<file path="src/verilog/mpps_pkg.sv">
/*
 * Shared constants and types for the parallel port and strobe unit.
 * Assumes a 32-bit AXI4-Lite register bus where each register takes one aligned word.
 */
package mpps_pkg;

	// Register indices; byte address is four times the index.
	localparam logic [3:0] IDX_P1_DIR = 4'h0;
	localparam logic [3:0] IDX_P2_DIR = 4'h1;
	localparam logic [3:0] IDX_P1_VAL = 4'h2;
	localparam logic [3:0] IDX_P2_VAL = 4'h3;
	localparam logic [3:0] IDX_P3_DIR = 4'h4;
	localparam logic [3:0] IDX_P4_DIR = 4'h5;
	localparam logic [3:0] IDX_P3_VAL = 4'h6;
	localparam logic [3:0] IDX_P4_VAL = 4'h7;
	localparam logic [3:0] IDX_P3_CSR = 4'hF;

	// Control/status field positions of the port three strobe register.
	localparam int CSR_LATCH_BIT = 3;
	localparam int CSR_SRCSEL_BIT = 4;
	localparam int CSR_IEN_BIT = 6;
	localparam int CSR_FLAG_BIT = 7;

	// Port two data register bit that moves test mode 4 to mode 5.
	localparam int P2_MODE_SWITCH_BIT = 5;

	// Reset values.
	localparam logic [7:0] DIR_RESET = 8'h00;
	localparam logic [7:0] DATA_RESET = 8'h00;
	localparam logic [2:0] MODE_RESET = 3'h7;

	// Operating mode codes that matter to this unit.
	localparam logic [2:0] MODE_SC_TEST = 3'h4;
	localparam logic [2:0] MODE_NMUX = 3'h5;
	localparam logic [2:0] MODE_MUX_PARTIAL = 3'h6;
	localparam logic [2:0] MODE_SC = 3'h7;

	// External I/O window decoded in non-multiplexed mode.
	localparam logic [15:0] IO_WIN_LO = 16'h0100;
	localparam logic [15:0] IO_WIN_HI = 16'h01FF;

	// AXI responses.
	localparam logic [1:0] RESP_OKAY = 2'h0;
	localparam logic [1:0] RESP_SLVERR = 2'h2;

	// Fundamental bus type derived from the mode code.
	typedef enum logic [1:0] {
		BUS_SINGLE = 2'b00,
		BUS_NMUX = 2'b01,
		BUS_MUX = 2'b10
	} mpps_bus_e;

	// Quarter phases of one E cycle; E is high in the two data phases.
	typedef enum logic [1:0] {
		PH_ADDR = 2'b00,
		PH_TURN = 2'b01,
		PH_DATA0 = 2'b10,
		PH_DATA1 = 2'b11
	} mpps_phase_e;

	// One external bus request from the processor core.
	typedef struct packed {
		logic req;
		logic rw;
		logic [15:0] addr;
		logic [7:0] wdata;
	} mpps_busreq_s;

	// Drive of one port: level and output enable per line.
	typedef struct packed {
		logic [7:0] out;
		logic [7:0] oe;
	} mpps_pin_s;

endpackage : mpps_pkg

</file>
<file path="src/verilog/mpps_ports.sv">
/*
 * Parallel port unit: four ports, their direction registers, the port three
 * strobe control register and the two mode-dependent strobe lines.
 * Assumes pin inputs synchronous to mclk, an AXI4-Lite master, and a core
 * that presents one external bus request per E cycle, held for the cycle.
 */
// The AXI4-Lite interface to the registers is this design's own decision.
module mpps_ports
	import mpps_pkg::*;
(
	input wire logic mclk,
	input wire logic arst_n,
	// AXI4-Lite slave.
	input wire logic [7:0] s_awaddr,
	input wire logic s_awvalid,
	output logic s_awready,
	input wire logic [31:0] s_wdata,
	input wire logic [3:0] s_wstrb,
	input wire logic s_wvalid,
	output logic s_wready,
	output logic [1:0] s_bresp,
	output logic s_bvalid,
	input wire logic s_bready,
	input wire logic [7:0] s_araddr,
	input wire logic s_arvalid,
	output logic s_arready,
	output logic [31:0] s_rdata,
	output logic [1:0] s_rresp,
	output logic s_rvalid,
	input wire logic s_rready,
	// Core side.
	input wire mpps_busreq_s busReq,
	output logic [7:0] extRdata,
	input wire logic compareOut,
	output logic busClockE,
	output logic maskableIrqLineOneN,
	// Pins.
	input wire logic [7:0] port1In,
	output mpps_pin_s port1Drive,
	input wire logic [4:0] port2In,
	output logic [4:0] port2Out,
	output logic [4:0] port2Oe,
	input wire logic [7:0] port3In,
	output mpps_pin_s port3Drive,
	input wire logic [7:0] port4In,
	output mpps_pin_s port4Drive,
	input wire logic strobeLineOneIn,
	output logic strobeLineOneOut,
	output logic strobeLineOneOe,
	output logic strobeLineTwo
);

	// Direction registers, all inputs after reset.
	logic [7:0] p1Dir_ff;
	logic [4:0] p2Dir_ff;
	logic [7:0] p3Dir_ff;
	logic [7:0] p4Dir_ff;
	// Stored output data.
	logic [7:0] p1Data_ff;
	logic [4:0] p2Data_ff;
	logic [7:0] p3Data_ff;
	logic [7:0] p4Data_ff;
	// Mode code and the flag that it has been taken after reset.
	logic [2:0] mode_ff;
	logic modeTaken_ff;
	// Strobe control fields.
	logic latchEn_ff;
	logic srcSel_ff;
	logic irqEn_ff;
	logic strobeFlag_ff;
	logic clearArmed_ff;
	logic [7:0] p3Latch_ff;
	logic p3Held_ff;
	logic strobePrev_ff;
	// E phase counter.
	mpps_phase_e phase_ff;
	// AXI state.
	logic awHeld_ff;
	logic wHeld_ff;
	logic [3:0] awIdx_ff;
	logic awBad_ff;
	logic [31:0] wData_ff;
	logic [3:0] wStrb_ff;
	// Output flops.
	logic awReady_ff, wReady_ff, bValid_ff, arReady_ff, rValid_ff;
	logic [1:0] bResp_ff, rResp_ff;
	logic [31:0] rData_ff;
	logic [7:0] extRdata_ff;
	logic eClk_ff, irqN_ff;
	mpps_pin_s p1Drive_ff, p3Drive_ff, p4Drive_ff;
	logic [4:0] p2Out_ff, p2Oe_ff;
	logic s1Out_ff, s1Oe_ff, s2_ff;

	// Decoded bus type and access strobes.
	mpps_bus_e busType;
	logic single;
	logic wrFire, rdFire, wrLane;
	logic nxt_awHeld, nxt_wHeld, nxt_bValid, nxt_rValid;
	logic p3DataRead, p3DataWrite, csrRead, strobeFall;
	logic [7:0] p1Read, p3Read, p4Read, p3InSel;
	logic [4:0] p2Read;
	logic [7:0] rdByte;
	logic rdBad;
	logic ioWin;

	// Mode grouping: 4 and 7 single chip, 5 non-mux, the rest mux.
	always_comb begin
		case (mode_ff)
			MODE_SC_TEST, MODE_SC: busType = BUS_SINGLE;
			MODE_NMUX: busType = BUS_NMUX;
			default: busType = BUS_MUX;
		endcase
	end
	assign single = (busType == BUS_SINGLE);

	// Write path: address and data taken in either order, response after both.
	always_comb begin
		wrFire = awHeld_ff & wHeld_ff & ~bValid_ff;
		nxt_awHeld = wrFire ? 1'b0 : (awHeld_ff | (s_awvalid & awReady_ff));
		nxt_wHeld = wrFire ? 1'b0 : (wHeld_ff | (s_wvalid & wReady_ff));
		nxt_bValid = wrFire | (bValid_ff & ~s_bready);
		rdFire = s_arvalid & arReady_ff;
		nxt_rValid = rdFire | (rValid_ff & ~s_rready);
	end
	assign wrLane = wrFire & wStrb_ff[0] & ~awBad_ff;

	// AXI handshake flops; ready flops fall while a transfer is pending.
	always_ff @(posedge mclk or negedge arst_n) begin
		if (!arst_n) begin
			awHeld_ff <= 1'b0;
			wHeld_ff <= 1'b0;
			bValid_ff <= 1'b0;
			rValid_ff <= 1'b0;
			awReady_ff <= 1'b0;
			wReady_ff <= 1'b0;
			arReady_ff <= 1'b0;
		end else begin
			awHeld_ff <= nxt_awHeld;
			wHeld_ff <= nxt_wHeld;
			bValid_ff <= nxt_bValid;
			rValid_ff <= nxt_rValid;
			awReady_ff <= ~nxt_awHeld & ~nxt_bValid;
			wReady_ff <= ~nxt_wHeld & ~nxt_bValid;
			arReady_ff <= ~nxt_rValid;
		end
	end

	// Captured write address and data, plus the write response code.
	always_ff @(posedge mclk or negedge arst_n) begin
		if (!arst_n) begin
			awIdx_ff <= 4'h0;
			awBad_ff <= 1'b0;
			wData_ff <= 32'h0000_0000;
			wStrb_ff <= 4'h0;
			bResp_ff <= RESP_OKAY;
		end else begin
			if (s_awvalid && awReady_ff) begin
				awIdx_ff <= s_awaddr[5:2];
				// Anything past the last index or not decoded is refused.
				awBad_ff <= (s_awaddr[7:6] != 2'b00) ||
					((s_awaddr[5:2] > IDX_P4_VAL) && (s_awaddr[5:2] != IDX_P3_CSR));
			end
			if (s_wvalid && wReady_ff) begin
				wData_ff <= s_wdata;
				wStrb_ff <= s_wstrb;
			end
			if (wrFire) begin
				bResp_ff <= awBad_ff ? RESP_SLVERR : RESP_OKAY;
			end
		end
	end

	// Pin read values: stored bit for outputs, pin for inputs, except held port three inputs read the latch.
	always_comb begin
		p3InSel = (p3Held_ff && latchEn_ff && single) ? p3Latch_ff : port3In;
		p1Read = (p1Dir_ff & p1Data_ff) | (~p1Dir_ff & port1In);
		p2Read = (p2Dir_ff & p2Data_ff) | (~p2Dir_ff & port2In);
		p3Read = (p3Dir_ff & p3Data_ff) | (~p3Dir_ff & p3InSel);
		p4Read = (p4Dir_ff & p4Data_ff) | (~p4Dir_ff & port4In);
	end

	// Read decode; direction registers give zero since they cannot be read back.
	always_comb begin
		rdByte = 8'h00;
		rdBad = 1'b0;
		if (s_araddr[7:6] != 2'b00) begin
			rdBad = 1'b1;
		end else begin
			case (s_araddr[5:2])
				IDX_P1_DIR, IDX_P2_DIR, IDX_P3_DIR, IDX_P4_DIR: rdByte = 8'h00;
				IDX_P1_VAL: rdByte = p1Read;
				IDX_P2_VAL: rdByte = {mode_ff, p2Read};
				IDX_P3_VAL: rdByte = p3Read;
				IDX_P4_VAL: rdByte = p4Read;
				IDX_P3_CSR: rdByte = {strobeFlag_ff, irqEn_ff, 1'b0, srcSel_ff, latchEn_ff, 3'h0};
				default: rdBad = 1'b1;
			endcase
		end
	end

	// Read data flop; taken in the handshake cycle.
	always_ff @(posedge mclk or negedge arst_n) begin
		if (!arst_n) begin
			rData_ff <= 32'h0000_0000;
			rResp_ff <= RESP_OKAY;
		end else if (rdFire) begin
			rData_ff <= {24'h00_0000, rdByte};
			rResp_ff <= rdBad ? RESP_SLVERR : RESP_OKAY;
		end
	end

	// Side-effect strobes of register accesses.
	assign p3DataRead = rdFire && !rdBad && (s_araddr[5:2] == IDX_P3_VAL);
	assign p3DataWrite = wrLane && (awIdx_ff == IDX_P3_VAL);
	assign csrRead = rdFire && !rdBad && (s_araddr[5:2] == IDX_P3_CSR);
	assign strobeFall = single && strobePrev_ff && !strobeLineOneIn;

	// Direction and data registers written from the bus.
	always_ff @(posedge mclk or negedge arst_n) begin
		if (!arst_n) begin
			p1Dir_ff <= DIR_RESET;
			p2Dir_ff <= DIR_RESET[4:0];
			p3Dir_ff <= DIR_RESET;
			p4Dir_ff <= DIR_RESET;
			p1Data_ff <= DATA_RESET;
			p2Data_ff <= DATA_RESET[4:0];
			p3Data_ff <= DATA_RESET;
			p4Data_ff <= DATA_RESET;
		end else if (wrLane) begin
			case (awIdx_ff)
				IDX_P1_DIR: p1Dir_ff <= wData_ff[7:0];
				IDX_P2_DIR: p2Dir_ff <= wData_ff[4:0];
				IDX_P3_DIR: p3Dir_ff <= wData_ff[7:0];
				IDX_P4_DIR: p4Dir_ff <= wData_ff[7:0];
				IDX_P1_VAL: p1Data_ff <= wData_ff[7:0];
				IDX_P2_VAL: p2Data_ff <= wData_ff[4:0];
				IDX_P3_VAL: p3Data_ff <= wData_ff[7:0];
				IDX_P4_VAL: p4Data_ff <= wData_ff[7:0];
				default: ;
			endcase
		end
	end

	// Mode code: reset cannot load a pin level, so it is taken on the first edge
	// after release. Mode 4 may move to 5 by a write of the switch bit.
	always_ff @(posedge mclk or negedge arst_n) begin
		if (!arst_n) begin
			mode_ff <= MODE_RESET;
			modeTaken_ff <= 1'b0;
		end else if (!modeTaken_ff) begin
			mode_ff <= port2In[2:0];
			modeTaken_ff <= 1'b1;
		end else if (wrLane && awIdx_ff == IDX_P2_VAL && mode_ff == MODE_SC_TEST &&
				wData_ff[P2_MODE_SWITCH_BIT]) begin
			mode_ff <= MODE_NMUX;
		end
	end

	// Strobe control fields; the flag bit itself is read-only.
	always_ff @(posedge mclk or negedge arst_n) begin
		if (!arst_n) begin
			latchEn_ff <= 1'b0;
			srcSel_ff <= 1'b0;
			irqEn_ff <= 1'b0;
		end else if (wrLane && awIdx_ff == IDX_P3_CSR) begin
			latchEn_ff <= wData_ff[CSR_LATCH_BIT];
			srcSel_ff <= wData_ff[CSR_SRCSEL_BIT];
			irqEn_ff <= wData_ff[CSR_IEN_BIT];
		end
	end

	// Strobe flag: a status read with the flag up arms the clear, and the next
	// port three data access completes it. A new edge in that cycle wins.
	always_ff @(posedge mclk or negedge arst_n) begin
		if (!arst_n) begin
			strobePrev_ff <= 1'b1;
			strobeFlag_ff <= 1'b0;
			clearArmed_ff <= 1'b0;
		end else begin
			strobePrev_ff <= strobeLineOneIn;
			if (strobeFall) begin
				strobeFlag_ff <= 1'b1;
			end else if (clearArmed_ff && (p3DataRead || p3DataWrite)) begin
				strobeFlag_ff <= 1'b0;
			end
			if (csrRead && strobeFlag_ff) begin
				clearArmed_ff <= 1'b1;
			end else if (p3DataRead || p3DataWrite) begin
				clearArmed_ff <= 1'b0;
			end
		end
	end

	// Input latch: held from a strobe fall until a port three data read.
	always_ff @(posedge mclk or negedge arst_n) begin
		if (!arst_n) begin
			p3Latch_ff <= 8'h00;
			p3Held_ff <= 1'b0;
		end else if (p3DataRead) begin
			p3Held_ff <= 1'b0;
		end else if (strobeFall && latchEn_ff && !p3Held_ff) begin
			p3Latch_ff <= port3In;
			p3Held_ff <= 1'b1;
		end
	end

	// E divider: four mclk cycles per E cycle, high in the data half.
	always_ff @(posedge mclk or negedge arst_n) begin
		if (!arst_n) begin
			phase_ff <= PH_ADDR;
			eClk_ff <= 1'b0;
		end else begin
			case (phase_ff)
				PH_ADDR: phase_ff <= PH_TURN;
				PH_TURN: phase_ff <= PH_DATA0;
				PH_DATA0: phase_ff <= PH_DATA1;
				PH_DATA1: phase_ff <= PH_ADDR;
				default: phase_ff <= PH_ADDR;
			endcase
			eClk_ff <= phase_ff[1];
		end
	end

	// Read data from an external cycle, caught at the end of E high.
	always_ff @(posedge mclk or negedge arst_n) begin
		if (!arst_n) begin
			extRdata_ff <= 8'h00;
		end else if (!single && busReq.req && busReq.rw && phase_ff == PH_DATA1) begin
			extRdata_ff <= port3In;
		end
	end

	assign ioWin = busReq.req && (busReq.addr >= IO_WIN_LO) && (busReq.addr <= IO_WIN_HI);

	// Pin drives for ports one, two and four, registered so pins never glitch.
	always_ff @(posedge mclk or negedge arst_n) begin
		if (!arst_n) begin
			p1Drive_ff <= '0;
			p2Out_ff <= 5'h00;
			p2Oe_ff <= 5'h00;
			p4Drive_ff <= '0;
		end else begin
			p1Drive_ff.out <= p1Data_ff;
			p1Drive_ff.oe <= p1Dir_ff;
			p2Out_ff <= {p2Data_ff[4:2], (p2Dir_ff[1] ? compareOut : p2Data_ff[1]),
				p2Data_ff[0]};
			p2Oe_ff <= p2Dir_ff;
			case (busType)
				BUS_SINGLE: begin
					p4Drive_ff.out <= p4Data_ff;
					p4Drive_ff.oe <= p4Dir_ff;
				end
				BUS_NMUX: begin
					p4Drive_ff.out <= busReq.addr[7:0];
					p4Drive_ff.oe <= p4Dir_ff;
				end
				default: begin
					// Upper address; in mode 6 only the lines chosen by direction.
					p4Drive_ff.out <= busReq.addr[15:8];
					p4Drive_ff.oe <= (mode_ff == MODE_MUX_PARTIAL) ? p4Dir_ff : 8'hFF;
				end
			endcase
		end
	end

	// Port three and the strobe lines follow the bus type and the E phase.
	always_ff @(posedge mclk or negedge arst_n) begin
		if (!arst_n) begin
			p3Drive_ff <= '0;
			s1Out_ff <= 1'b1;
			s1Oe_ff <= 1'b0;
			s2_ff <= 1'b1;
		end else begin
			case (busType)
				BUS_SINGLE: begin
					p3Drive_ff.out <= p3Data_ff;
					p3Drive_ff.oe <= p3Dir_ff;
					s1Out_ff <= 1'b1;
					s1Oe_ff <= 1'b0;
					// One-cycle low pulse on the chosen kind of data access.
					s2_ff <= ~(srcSel_ff ? p3DataWrite : p3DataRead);
				end
				BUS_NMUX: begin
					p3Drive_ff.out <= busReq.wdata;
					p3Drive_ff.oe <= {8{busReq.req && !busReq.rw && phase_ff[1]}};
					s1Out_ff <= ~ioWin;
					s1Oe_ff <= 1'b1;
					s2_ff <= ~busReq.req | busReq.rw;
				end
				default: begin
					s1Oe_ff <= 1'b1;
					s2_ff <= ~busReq.req | busReq.rw;
					// Strobe high over the address phase, falling before turnaround.
					s1Out_ff <= busReq.req && (phase_ff == PH_ADDR);
					case (phase_ff)
						PH_ADDR: begin
							p3Drive_ff.out <= busReq.addr[7:0];
							p3Drive_ff.oe <= {8{busReq.req}};
						end
						PH_TURN: begin
							p3Drive_ff.out <= 8'h00;
							p3Drive_ff.oe <= 8'h00;
						end
						default: begin
							p3Drive_ff.out <= busReq.wdata;
							p3Drive_ff.oe <= {8{busReq.req && !busReq.rw}};
						end
					endcase
				end
			endcase
		end
	end

	// Interrupt line, active low, raised only while enabled and flagged.
	always_ff @(posedge mclk or negedge arst_n) begin
		if (!arst_n) begin
			irqN_ff <= 1'b1;
		end else begin
			irqN_ff <= ~(single && irqEn_ff && strobeFlag_ff);
		end
	end

	// Every output comes straight from its flop.
	assign s_awready = awReady_ff;
	assign s_wready = wReady_ff;
	assign s_bvalid = bValid_ff;
	assign s_bresp = bResp_ff;
	assign s_arready = arReady_ff;
	assign s_rvalid = rValid_ff;
	assign s_rdata = rData_ff;
	assign s_rresp = rResp_ff;
	assign extRdata = extRdata_ff;
	assign busClockE = eClk_ff;
	assign maskableIrqLineOneN = irqN_ff;
	assign port1Drive = p1Drive_ff;
	assign port2Out = p2Out_ff;
	assign port2Oe = p2Oe_ff;
	assign port3Drive = p3Drive_ff;
	assign port4Drive = p4Drive_ff;
	assign strobeLineOneOut = s1Out_ff;
	assign strobeLineOneOe = s1Oe_ff;
	assign strobeLineTwo = s2_ff;

endmodule : mpps_ports
</file>
<file path="config.mk">
export PLATFORM = sky130hd
export DESIGN_NAME = mpps_ports
export DESIGN_NICKNAME = d
export VERILOG_FILES = /design/src/verilog/mpps_pkg.sv /design/src/verilog/mpps_ports.sv
export SDC_FILE = /design/constraint.sdc
export NUM_CORES = 1
export LEC_CHECK = 0
export CORE_MARGIN = 2
export CORE_UTILIZATION = 50
export DETAILED_ROUTE_END_ITERATION = 6
export DONT_BUFFER_PORTS = 1
export PLACE_DENSITY_LB_ADDON = 0.2
export SYNTH_ARGS = -nofsm -noshare
export SYNTH_HDL_FRONTEND = slang
export SYNTH_SLANG_ARGS = --single-unit
</file>
<file path="constraint.sdc">
create_clock -name mclk -period 2.56 [get_ports mclk]
set_clock_uncertainty 0.2 [all_clocks]
set_input_delay 0.512 -clock mclk [delete_from_list [all_inputs] [get_ports mclk]]
set_output_delay 0.512 -clock mclk [all_outputs]
set_load 0.01 [all_outputs]
</file>
==> metrics.md, run 1 <==
| Metric | Value |
|---|---|
| Synthesis-to-finish area growth | `10.51%` |
| Fin nets | `725` |
| Area occupied by multi-input gates | `2833 sq um` |
| Count of cell types in the netlist | `56` |
| # Post-CTS Setup Buffers | `0` |
| Critical path endpoint category | `register` |
| Clock sink count | `181` |
| GPL Wtd Cong | `0.9026` |
| Largest net degree at the start of global routing | `182` |
| Part of the Yosys area used for sequential elements | `0.5928` |
| TritonCTS clock tree | `yes` |
| Routed WL per cell | `22.54 microns` |
| Slew @ Worst Pin | `0.6185 ns` |
| Normalized max-slew margin | `0.5876` |
| DRC | `0` |
| Max Clk Rate | `425.9 MHz` |
| Rows | `45` |
| Hold Vio Cnt, Final | `179` |
| CTS H-tree lvls | `4` |
| Final period util | `0.9172` |
| CTS root buffer | `clkbuf_16` |
| Fin Hold WS | `-0.4158 ns` |
| Hold/Removal Path Class | `primary input to async pin` |
| Area contributors post-synth | `dfrtp_1, mux2_2, buf_4` |
| Clk_lat worst skew | `0.43 ns` |
| Setup violators final | `0` |
| Seq cells post-synth | `181` |
| Status | `complete, but fails checks` |
| Main synth FF type | `dfrtp_1` |
| DIE AREA | `16320 sq um` |
| Failing checks | `hold timing` |
| Cell leakage power | `4.034 nW` |
| Maximum clock insertion buffer count | `2` |
| Overall routing resource usage | `0.2278` |
| Drt total wl | `18.17 mm` |
| Worst EP arrival | `2.46 ns` |
| Post-synthesis average cell area | `13.00 sq um` |
| Sequential cell area | `4538 sq um` |
| Port bufs | `0` |
| RSZ-0062 raised after global routing | `no` |
| Share of post-route cells with drive strength above 1 | `0.2792` |
| Max-Cap Viols | `0` |
| Critical path peak fanout | `8` |
| Setup_tns | `0 ns` |
| Overflow after GRT | `0` |
| Power Density | `1039 nW/um^2` |
| First-pass GRT wire length | `27.61 mm` |
| IO Pins | `228` |
| ANT nets after route | `0` |
| Layout filler cell count | `1281` |
| Vias/cell | `5.898` |
| Mapped Cells | `589` |
| Post-synth EDFFs | `0` |
| YS warnings | `0` |
| Vert. Die Dim | `127.7 microns` |
| HPWL after DPL | `13.18 mm` |
| Die X-Extent | `127.7 microns` |
| Initial antenna violation count | `2` |
| Num CTS Buffers | `17` |
| Initial drt markers | `441` |
| Starting Density | `0.5073` |
| Clk pin slew, worst setup/hold paths | `0.06 ns` |
| Top-area cell type share of the netlist area | `0.5688` |
| Drt pass-1 iters | `5` |
| Yosys top cell by area | `dfrtp_1` |
| Minimum clock period | `2.348 ns` |
| Vias in the first global route | `4790` |
| Cells after DPL | `770` |
| Max VDD drop | `0.5898 mV` |
| CTS resizes | `0` |
| Core area | `15090 sq um` |
| Count of pins over their slew limit | `0` |
| Hold buffers post-CTS | `3` |
| Worst Path Required | `2.67 ns` |
| Finished Layout Cells | `806` |
| Async S/R FF share, synth | `1.000` |
| Critical path launch point type | `register` |
| WS Path Type | `register to register` |
| Synth Cell Area | `7655 sq um` |
| Via Count | `4754` |
## logic make-up after synthesis
group	after synthesis	synth area share
DFF	181	0.5928
muxes	122	0.1767
and+or+nand+nor	105	0.08271
AOI/OAI and AO/OA	103	0.08810
buffers and inverters	70	0.04936
adders and majority gates	5	0.008173
other	2	0.0009811
xor gates and xnor gates	1	0.001144
## per-layer routing
metal | global-route usage | vias to the layer above | wire [microns]
met1 | 0.2919 | 2421 | 7475
li1 | - | 2083 | -
met3 | 0.07638 | 25 | 1556
met2 | 0.3633 | 225 | 8736
met4 | 0.08209 | 0 | 400
met5 | 0 | - | 0
## cell usage in the layout, fill, tap and decap left out, types with 10 or more instances in the layout
cell / count
mux2i_1: 17
inv_1: 23
o21ai_0: 20
dfrtp_1: 174
nand2_1: 28
a21oi_1: 25
a21o_1: 10
nand2b_1: 13
clkbuf_16: 17
buf_4: 15
o22ai_1: 16
nor2_1: 20
conb_1: 27
mux2_2: 105
## where the power goes
group	switching (W)	leakage (nW)	total, W	internal (W)
Sequential	0.00106	2.34	0.00482	0.00375
Combinational	0.000484	1.40	0.00124	0.000755
Clock	0.00108	0.298	0.00273	0.00165
## through the flow
stage | utilization | area, sq um | setup WS (ns) | total power, W
after floorplan | - | 7749 | 0.3231 | 0.005594
after global placement | 0.5172 | 7805 | 0.2609 | 0.006004
after detailed placement | 0.5172 | 7805 | 0.2606 | 0.006096
after CTS | 0.5603 | 8454 | 0.2494 | 0.008838
after global routing | 0.5604 | 8457 | 0.06334 | 0.009200
final | 0.5606 | 8459 | 0.2120 | 0.008789
## Yosys cell counts (all sizes together) (3+ instances only)
master,count
dfrtp,174
mux2,105
buf,35
nand2,28
a21oi,25
inv,23
nor2,22
o21ai,20
mux2i,17
o22ai,16
nand2b,13
clkbuf,12
a21o,10
nand3,10
a222oi,8
dfstp,7
a31oi,6
ha,5
or3,5
a221o,4
nor3b,4
and2,3
nor2b,3
nor3,3
nor4,3
o221ai,3
## state kept, by name (all words and copies together), names as in the netlist, 2 cells and up
signal,cells
p2Dir_ff,5
port3Drive,16
s_rdata,8
mode_ff,3
p1Dir_ff,8
port2Oe,5
p3Data_ff,8
p4Dir_ff,8
port1Drive,16
p2Data_ff,5
p4Data_ff,8
p3Dir_ff,8
p1Data_ff,8
port2Out,5
p3Latch_ff,8
wData_ff,8
awIdx_ff,4
port4Drive,16
extRdata,8
phase_ff,2
## cell type report
cell class / count / area share
Sequential cell: 181 / 0.5365
Multi-Input combinational cell: 363 / 0.3349
Clock buffer: 18 / 0.05192
Tap cell: 188 / 0.02781
Clock inverter: 13 / 0.02130
Timing Repair Buffer: 18 / 0.01686
Inverter: 23 / 0.01021
Antenna cell: 2 / 0.0005916
## worst max-delay path, cell delays in order, from the launching register on
cell and delay (ns):
dfrtp_1 0.44, nand3b_4 0.21, nor3b_1 0.38, nand3_1 0.18, nor2_2 0.44, mux2_2 0.39
## worst paths after layout
| check | startpoint | to | slack, ns | cells after the start |
|---|---|---|---|---|
| setup / recovery | s_bvalid | p4Data_ff[7] | 0.21 | 5 |
| hold / removal | arst_n | port2Oe[1] | -0.42 | 0 |
| setup reg to reg | s_bvalid | p4Data_ff[7] | 0.21 | 5 |
| hold reg to reg | p1Data_ff[7] | port1Drive[15] | 0.20 | 0 |
| max in group asynchronous | arst_n | mode_ff[0] | 2.13 | 0 |
| min in group mclk | busReq[14] | port3Drive[14] | 0.02 | 2 |
No activity file was read; power rests on OpenSTA's default activity.
==> run 2, diff against run 1 <==
CORE_MARGIN = 5   (was 2)
==> metrics.md, run 2 (synthesized netlist as in run 1, its figures left out) <==
| Metric | Value |
|---|---|
| Status | `complete, but fails checks (unchanged)` |
| Failing checks | `hold timing (unchanged)` |
| HPWL after DPL | `13.65 mm (was 13.18 mm)` |
| Max Clk Rate | `429.9 MHz (was 425.9 MHz)` |
| DIE AREA | `17880 sq um (was 16320 sq um)` |
| Die X-Extent | `133.7 microns (was 127.7 microns)` |
| # Post-CTS Setup Buffers | `0 (unchanged)` |
| Most frequent cells in the layout | `dfrtp_1, mux2_2, nand2_1 (unchanged)` |
| Finished Layout Cells | `808 (was 806)` |
| Sequential cell area | `4538 sq um (unchanged)` |
| Starting Density | `0.5073 (unchanged)` |
| Commonest non-fill, non-tap cell in the layout | `dfrtp_1 (unchanged)` |
| Critical path peak fanout | `8 (unchanged)` |
| Minimum clock period | `2.326 ns (was 2.348 ns)` |
| Slew @ Worst Pin | `0.6351 ns (was 0.6185 ns)` |
| IO Pins | `228 (unchanged)` |
| Fin nets | `728 (was 725)` |
| Drt total wl | `18.56 mm (was 18.17 mm)` |
| Worst Path Required | `2.67 ns (about the same)` |
| Cells after DPL | `771 (was 770)` |
| Synthesis-to-finish area growth | `10.61% (was 10.51%)` |
| Core area | `15090 sq um (unchanged)` |
| First-pass GRT wire length | `28.27 mm (was 27.61 mm)` |
| Layout filler cell count | `1247 (was 1281)` |
| Clock sink count | `181 (unchanged)` |
| Largest net degree at the start of global routing | `182 (unchanged)` |
| Hold Vio Cnt, Final | `181 (was 179)` |
| Worst R2R Path Depth | `6 (was 5)` |
| Worst EP arrival | `2.44 ns (was 2.46 ns)` |
| Fin Hold WS | `-0.4204 ns (was -0.4158 ns)` |
| Clk pin slew, worst setup/hold paths | `0.06 ns (about the same)` |
| Share of post-route cells with drive strength above 1 | `0.2758 (was 0.2792)` |
| Ant diodes | `0 (was 2)` |
| Setup violators final | `0 (unchanged)` |
| Max VDD drop | `0.6683 mV (was 0.5898 mV)` |
| Via Count | `4661 (was 4754)` |
| Vert. Die Dim | `133.7 microns (was 127.7 microns)` |
| ANT nets after route | `0 (unchanged)` |
| Rows | `45 (unchanged)` |
| Setup slack, reg-to-reg | `0.23 ns (was 0.21 ns)` |
| Num CTS Buffers | `17 (unchanged)` |
| Count of pins over their slew limit | `0 (unchanged)` |
| Final period util | `0.9086 (was 0.9172)` |
| GPL Wtd Cong | `0.8560 (was 0.9026)` |
| Area occupied by multi-input gates | `2838 sq um (was 2833 sq um)` |
| Vias in the first global route | `4785 (was 4790)` |
| Hold/Removal Path Class | `primary input to async pin (unchanged)` |
| Routed WL per cell | `22.97 microns (was 22.54 microns)` |
| TritonCTS clock tree | `yes (unchanged)` |
| Setup_tns | `0 ns (unchanged)` |
| Drt pass-1 iters | `6 (was 5)` |
| RSZ-0062 raised after global routing | `no (unchanged)` |
| CTS root buffer | `clkbuf_16 (unchanged)` |
| Hold buffers post-CTS | `5 (was 3)` |
| CTS H-tree lvls | `4 (unchanged)` |
| Critical path endpoint category | `register (unchanged)` |
| Initial antenna violation count | `1 (was 2)` |
| Port bufs | `0 (unchanged)` |
| Clk_lat worst skew | `0.43 ns (about the same)` |
| Power Density | `1028 nW/um^2 (was 1039 nW/um^2)` |
| Max-Cap Viols | `0 (unchanged)` |
| Critical path launch point type | `register (unchanged)` |
| DRC | `0 (unchanged)` |
| Overall routing resource usage | `0.2114 (was 0.2278)` |
| Normalized max-slew margin | `0.5766 (was 0.5876)` |
| Cell leakage power | `4.033 nW (was 4.034 nW)` |
| Maximum clock insertion buffer count | `2 (unchanged)` |
| Overflow after GRT | `0 (unchanged)` |
| WS Path Type | `register to register (unchanged)` |
| RR Endpoint | `p3Latch_ff[1] (was p4Data_ff[7])` |
| Vias/cell | `5.769 (was 5.898)` |
| Worst R2R Start | `mode_ff[0] (was s_bvalid)` |
| Initial drt markers | `353 (was 441)` |
run 2: changes by cell type in the layout (fill, tap and decap cells not counted), sizes merged, moves of 2 or more:
cell | before | now
clkinv | 5 | 3
diode | 2 | 0
dlygate4sd3 | 3 | 5
clkbuf | 18 | 21
run 2: how the worst max path moves through the flow:
stage / start / end / slack (ns) / cells past startpoint
2_1_floorplan: s_araddr[5] / p3Latch_ff[0] / 0.32 / 6
3_3_place_gp: mode_ff[1] / p3Latch_ff[6] / 0.24 / 6
3_5_place_dp: mode_ff[0] / p3Latch_ff[3] / 0.21 / 6
4_1_cts: mode_ff[0] / p3Latch_ff[1] / 0.21 / 6
5_1_grt: s_bvalid / srcSel_ff / 0.04 / 5
6_report: mode_ff[0] / p3Latch_ff[1] / 0.23 / 6
run 2: per-stage QoR:
stage                     worst slack [ns]  total power (W)    util  instance area (sq um)
after global routing               0.03750         0.009116  0.5611                   8467
after CTS                           0.2092         0.008774  0.5608                   8462
after floorplan                     0.3231         0.005594       -                   7749
final                               0.2339         0.008705  0.5611                   8467
after global placement              0.2441         0.006017  0.5177                   7812
after detailed placement            0.2150         0.006112  0.5177                   7812
run 2: worst max-delay path: stages, from the launching register on:
cell     delay [ns]
dfstp_2        0.54
xnor2_1        0.19
and2_1         0.23
inv_1          0.09
nor3b_4        0.31
nand3_2        0.29
mux2_2         0.35
run 2: where the power goes:
part / switching, W / internal [W]
Sequential: 0.00105 / 0.00375
Clock: 0.00109 / 0.00157
Combinational: 0.000491 / 0.000758
Total: 0.00263 / 0.00608
run 2: layout make-up:
cell class,count,share of cell area
flip-flops and latches,181,0.5360
multi-input cells,363,0.3352
clock buffers,21,0.05320
well taps,188,0.02778
repair buffers,21,0.02010
clock inverters,11,0.01759
inverters,23,0.01020
run 2: repair_timing:
action,in CTS,in global routing
endpoints found under the hold margin,186,181
resized for setup,0,1
endpoints found under the setup margin,0,8
run 2: per-layer routing:
metal	up-vias	routed length (microns)	global-route usage
met4	2	400	0.07714
li1	2087	-	-
met3	31	1734	0.07553
met5	-	7	0
met2	200	8869	0.3363
met1	2341	7549	0.2679
==> run 3, diff against run 2 <==
==> constraint.sdc (replaced) <==
create_clock -name mclk -period 2.56 [get_ports mclk]
set_clock_uncertainty 0.2 [all_clocks]
set_input_delay 0.384 -clock mclk [delete_from_list [all_inputs] [get_ports mclk]]
set_output_delay 0.384 -clock mclk [all_outputs]
set_load 0.01 [all_outputs]
==> metrics.md, run 3 (synthesized netlist as in run 1, its figures left out) <==
| Metric | Value |
|---|---|
| Vert. Die Dim | `133.7 microns (unchanged)` |
| GPL Wtd Cong | `0.8462 (was 0.8560)` |
| Minimum clock period | `2.393 ns (was 2.326 ns)` |
| Sequential cell area | `4538 sq um (unchanged)` |
| RSZ-0062 raised after global routing | `no (unchanged)` |
| Hold/Removal Path Class | `primary input to async pin (unchanged)` |
| Synthesis-to-finish area growth | `17.64% (was 10.61%)` |
| Hold Vio Cnt, Final | `182 (was 181)` |
| DRC | `0 (unchanged)` |
| Num CTS Buffers | `17 (unchanged)` |
| Critical path peak fanout | `8 (unchanged)` |
| Initial antenna violation count | `1 (unchanged)` |
| Share of post-route cells with drive strength above 1 | `0.2563 (was 0.2758)` |
| DIE AREA | `17880 sq um (unchanged)` |
| Worst-path cell chain | `nand3b_4 > nor3b_1 > nand3_1 > nor2_2 > mux2_2 (was xnor2_1 > and2_1 > inv_1 > nor3b_4 > nand3_2 > mux2_2)` |
| Max VDD drop | `0.4831 mV (was 0.6683 mV)` |
| Count of pins over their slew limit | `0 (unchanged)` |
| Overall routing resource usage | `0.2213 (was 0.2114)` |
| IO Pins | `228 (unchanged)` |
| Setup_tns | `0 ns (unchanged)` |
| WS Path Type | `register to register (unchanged)` |
| Fin Hold WS | `-0.5465 ns (was -0.4204 ns)` |
| Critical path launch point type | `register (unchanged)` |
| CTS H-tree lvls | `4 (unchanged)` |
| Failing checks | `hold timing (unchanged)` |
| Commonest non-fill, non-tap cell in the layout | `dfrtp_1 (unchanged)` |
| Setup slack, reg-to-reg | `0.17 ns (was 0.23 ns)` |
| Max Clk Rate | `417.9 MHz (was 429.9 MHz)` |
| Core area | `15090 sq um (unchanged)` |
| Setup violators final | `0 (unchanged)` |
| Worst EP arrival | `2.50 ns (was 2.44 ns)` |
| Worst Path Required | `2.66 ns (was 2.67 ns)` |
| Ant diodes | `0 (unchanged)` |
| Vias/cell | `5.698 (was 5.769)` |
| Maximum clock insertion buffer count | `2 (unchanged)` |
| Clk_lat worst skew | `0.42 ns (was 0.43 ns)` |
| Starting Density | `0.5073 (unchanged)` |
| Initial drt markers | `320 (was 353)` |
| Final period util | `0.9347 (was 0.9086)` |
| Normalized max-slew margin | `0.5625 (was 0.5766)` |
| Drt total wl | `19.54 mm (was 18.56 mm)` |
| Die X-Extent | `133.7 microns (unchanged)` |
| Final core occ | `0.5968 (was 0.5611)` |
| Most frequent cells in the layout | `dfrtp_1, mux2_2, dlygate4sd3_1 (was dfrtp_1, mux2_2, nand2_1)` |
| Rows | `45 (unchanged)` |
| HPWL after DPL | `13.91 mm (was 13.65 mm)` |
| Cell leakage power | `4.271 nW (was 4.033 nW)` |
| Clk pin slew, worst setup/hold paths | `0.07 ns (was 0.06 ns)` |
| Hold buffers post-CTS | `58 (was 5)` |
| Largest net degree at the start of global routing | `182 (unchanged)` |
| Overflow after GRT | `0 (unchanged)` |
| Design Area, Final | `9005 sq um (was 8467 sq um)` |
| Port bufs | `0 (unchanged)` |
| CTS root buffer | `clkbuf_16 (unchanged)` |
| # Post-CTS Setup Buffers | `0 (unchanged)` |
| Power Density | `986.7 nW/um^2 (was 1028 nW/um^2)` |
| Slowest stage delay, CP | `0.47 ns (was 0.54 ns)` |
| First-pass GRT wire length | `29.90 mm (was 28.27 mm)` |
| Clock sink count | `181 (unchanged)` |
| Fin nets | `779 (was 728)` |
| Crit-path slowest cell | `nor2_2 (was dfstp_2)` |
| Slew @ Worst Pin | `0.6563 ns (was 0.6351 ns)` |
| TritonCTS clock tree | `yes (unchanged)` |
| ANT nets after route | `0 (unchanged)` |
| Drt pass-1 iters | `7 (was 6)` |
| Status | `complete, but fails checks (unchanged)` |
| Vias in the first global route | `5074 (was 4785)` |
| Via Count | `4895 (was 4661)` |
| Layout filler cell count | `1201 (was 1247)` |
| Routed WL per cell | `22.75 microns (was 22.97 microns)` |
| Critical path endpoint category | `register (unchanged)` |
| Area occupied by multi-input gates | `2833 sq um (was 2838 sq um)` |
| DP Area | `7797 sq um (was 7812 sq um)` |
| Max-Cap Viols | `0 (unchanged)` |
## run 3: cell count changes in the layout (fill, tap and decap cells not counted), moves of 2 or more
cell / previous run / this run
buf_4: 16 / 14
clkbuf_1: 3 / 0
clkbuf_8: 1 / 4
dlygate4sd3_1: 5 / 58
## run 3: where the power goes
group | switching, W | total (W) | internal, W | leakage (nW)
sequential | 0.00106 | 0.00482 | 0.00375 | 2.34
combinational | 0.000520 | 0.00133 | 0.000811 | 1.62
clock | 0.00109 | 0.00274 | 0.00164 | 0.305
## run 3: worst max-delay path, delay by kind of cell, from the launching register on
| family | cells | cell delay, ns |
|---|---|---|
| DFF | 1 | 0.45 |
| and+or+nand+nor | 4 | 1.22 |
| muxes | 1 | 0.40 |
## run 3: path summary, 6_finish.rpt
kind,from,end,depth (start not counted)
hold / removal,arst_n,port2Oe[2],0
setup / recovery,s_bvalid,p4Data_ff[2],5
min in group mclk,busReq[18],port4Drive[10],2
setup reg to reg,s_bvalid,p4Data_ff[2],5
max in group asynchronous,arst_n,maskableIrqLineOneN,0
hold reg to reg,p1Data_ff[0],port1Drive[8],0
## run 3: cell type report
class | instances | share of cell area
repair buffers | 72 | 0.07614
clock buffers | 21 | 0.05336
well taps | 188 | 0.02612
clock inverters | 11 | 0.01626
inverters | 23 | 0.009587
multi-input cells | 363 | 0.3146
flip-flops and latches | 181 | 0.5040
## run 3: what timing repair did
action | CTS | global route
resized for setup | 0 | 0
setup endpoints to repair | 0 | 0
endpoints found under the hold margin | 240 | 181
## run 3: per-stage QoR
step	setup slack, ns	total power (W)	std cells
after floorplan	0.4511	0.005594	614
after global placement	0.2489	0.006018	769
after detailed placement	0.2114	0.006128	769
after CTS	0.1934	0.008926	859
after global routing	0.03310	0.009285	859
final	0.1672	0.008885	859
## run 3: metal layers
| layer | track usage | part of all wire | up-vias |
|---|---|---|---|
| li1 | - | - | 2196 |
| met2 | 0.3655 | 0.49 | 191 |
| met1 | 0.2817 | 0.41 | 2486 |
| met5 | 0 | 0.00067 | - |
| met4 | 0.06743 | 0.014 | 2 |
| met3 | 0.06722 | 0.080 | 20 |
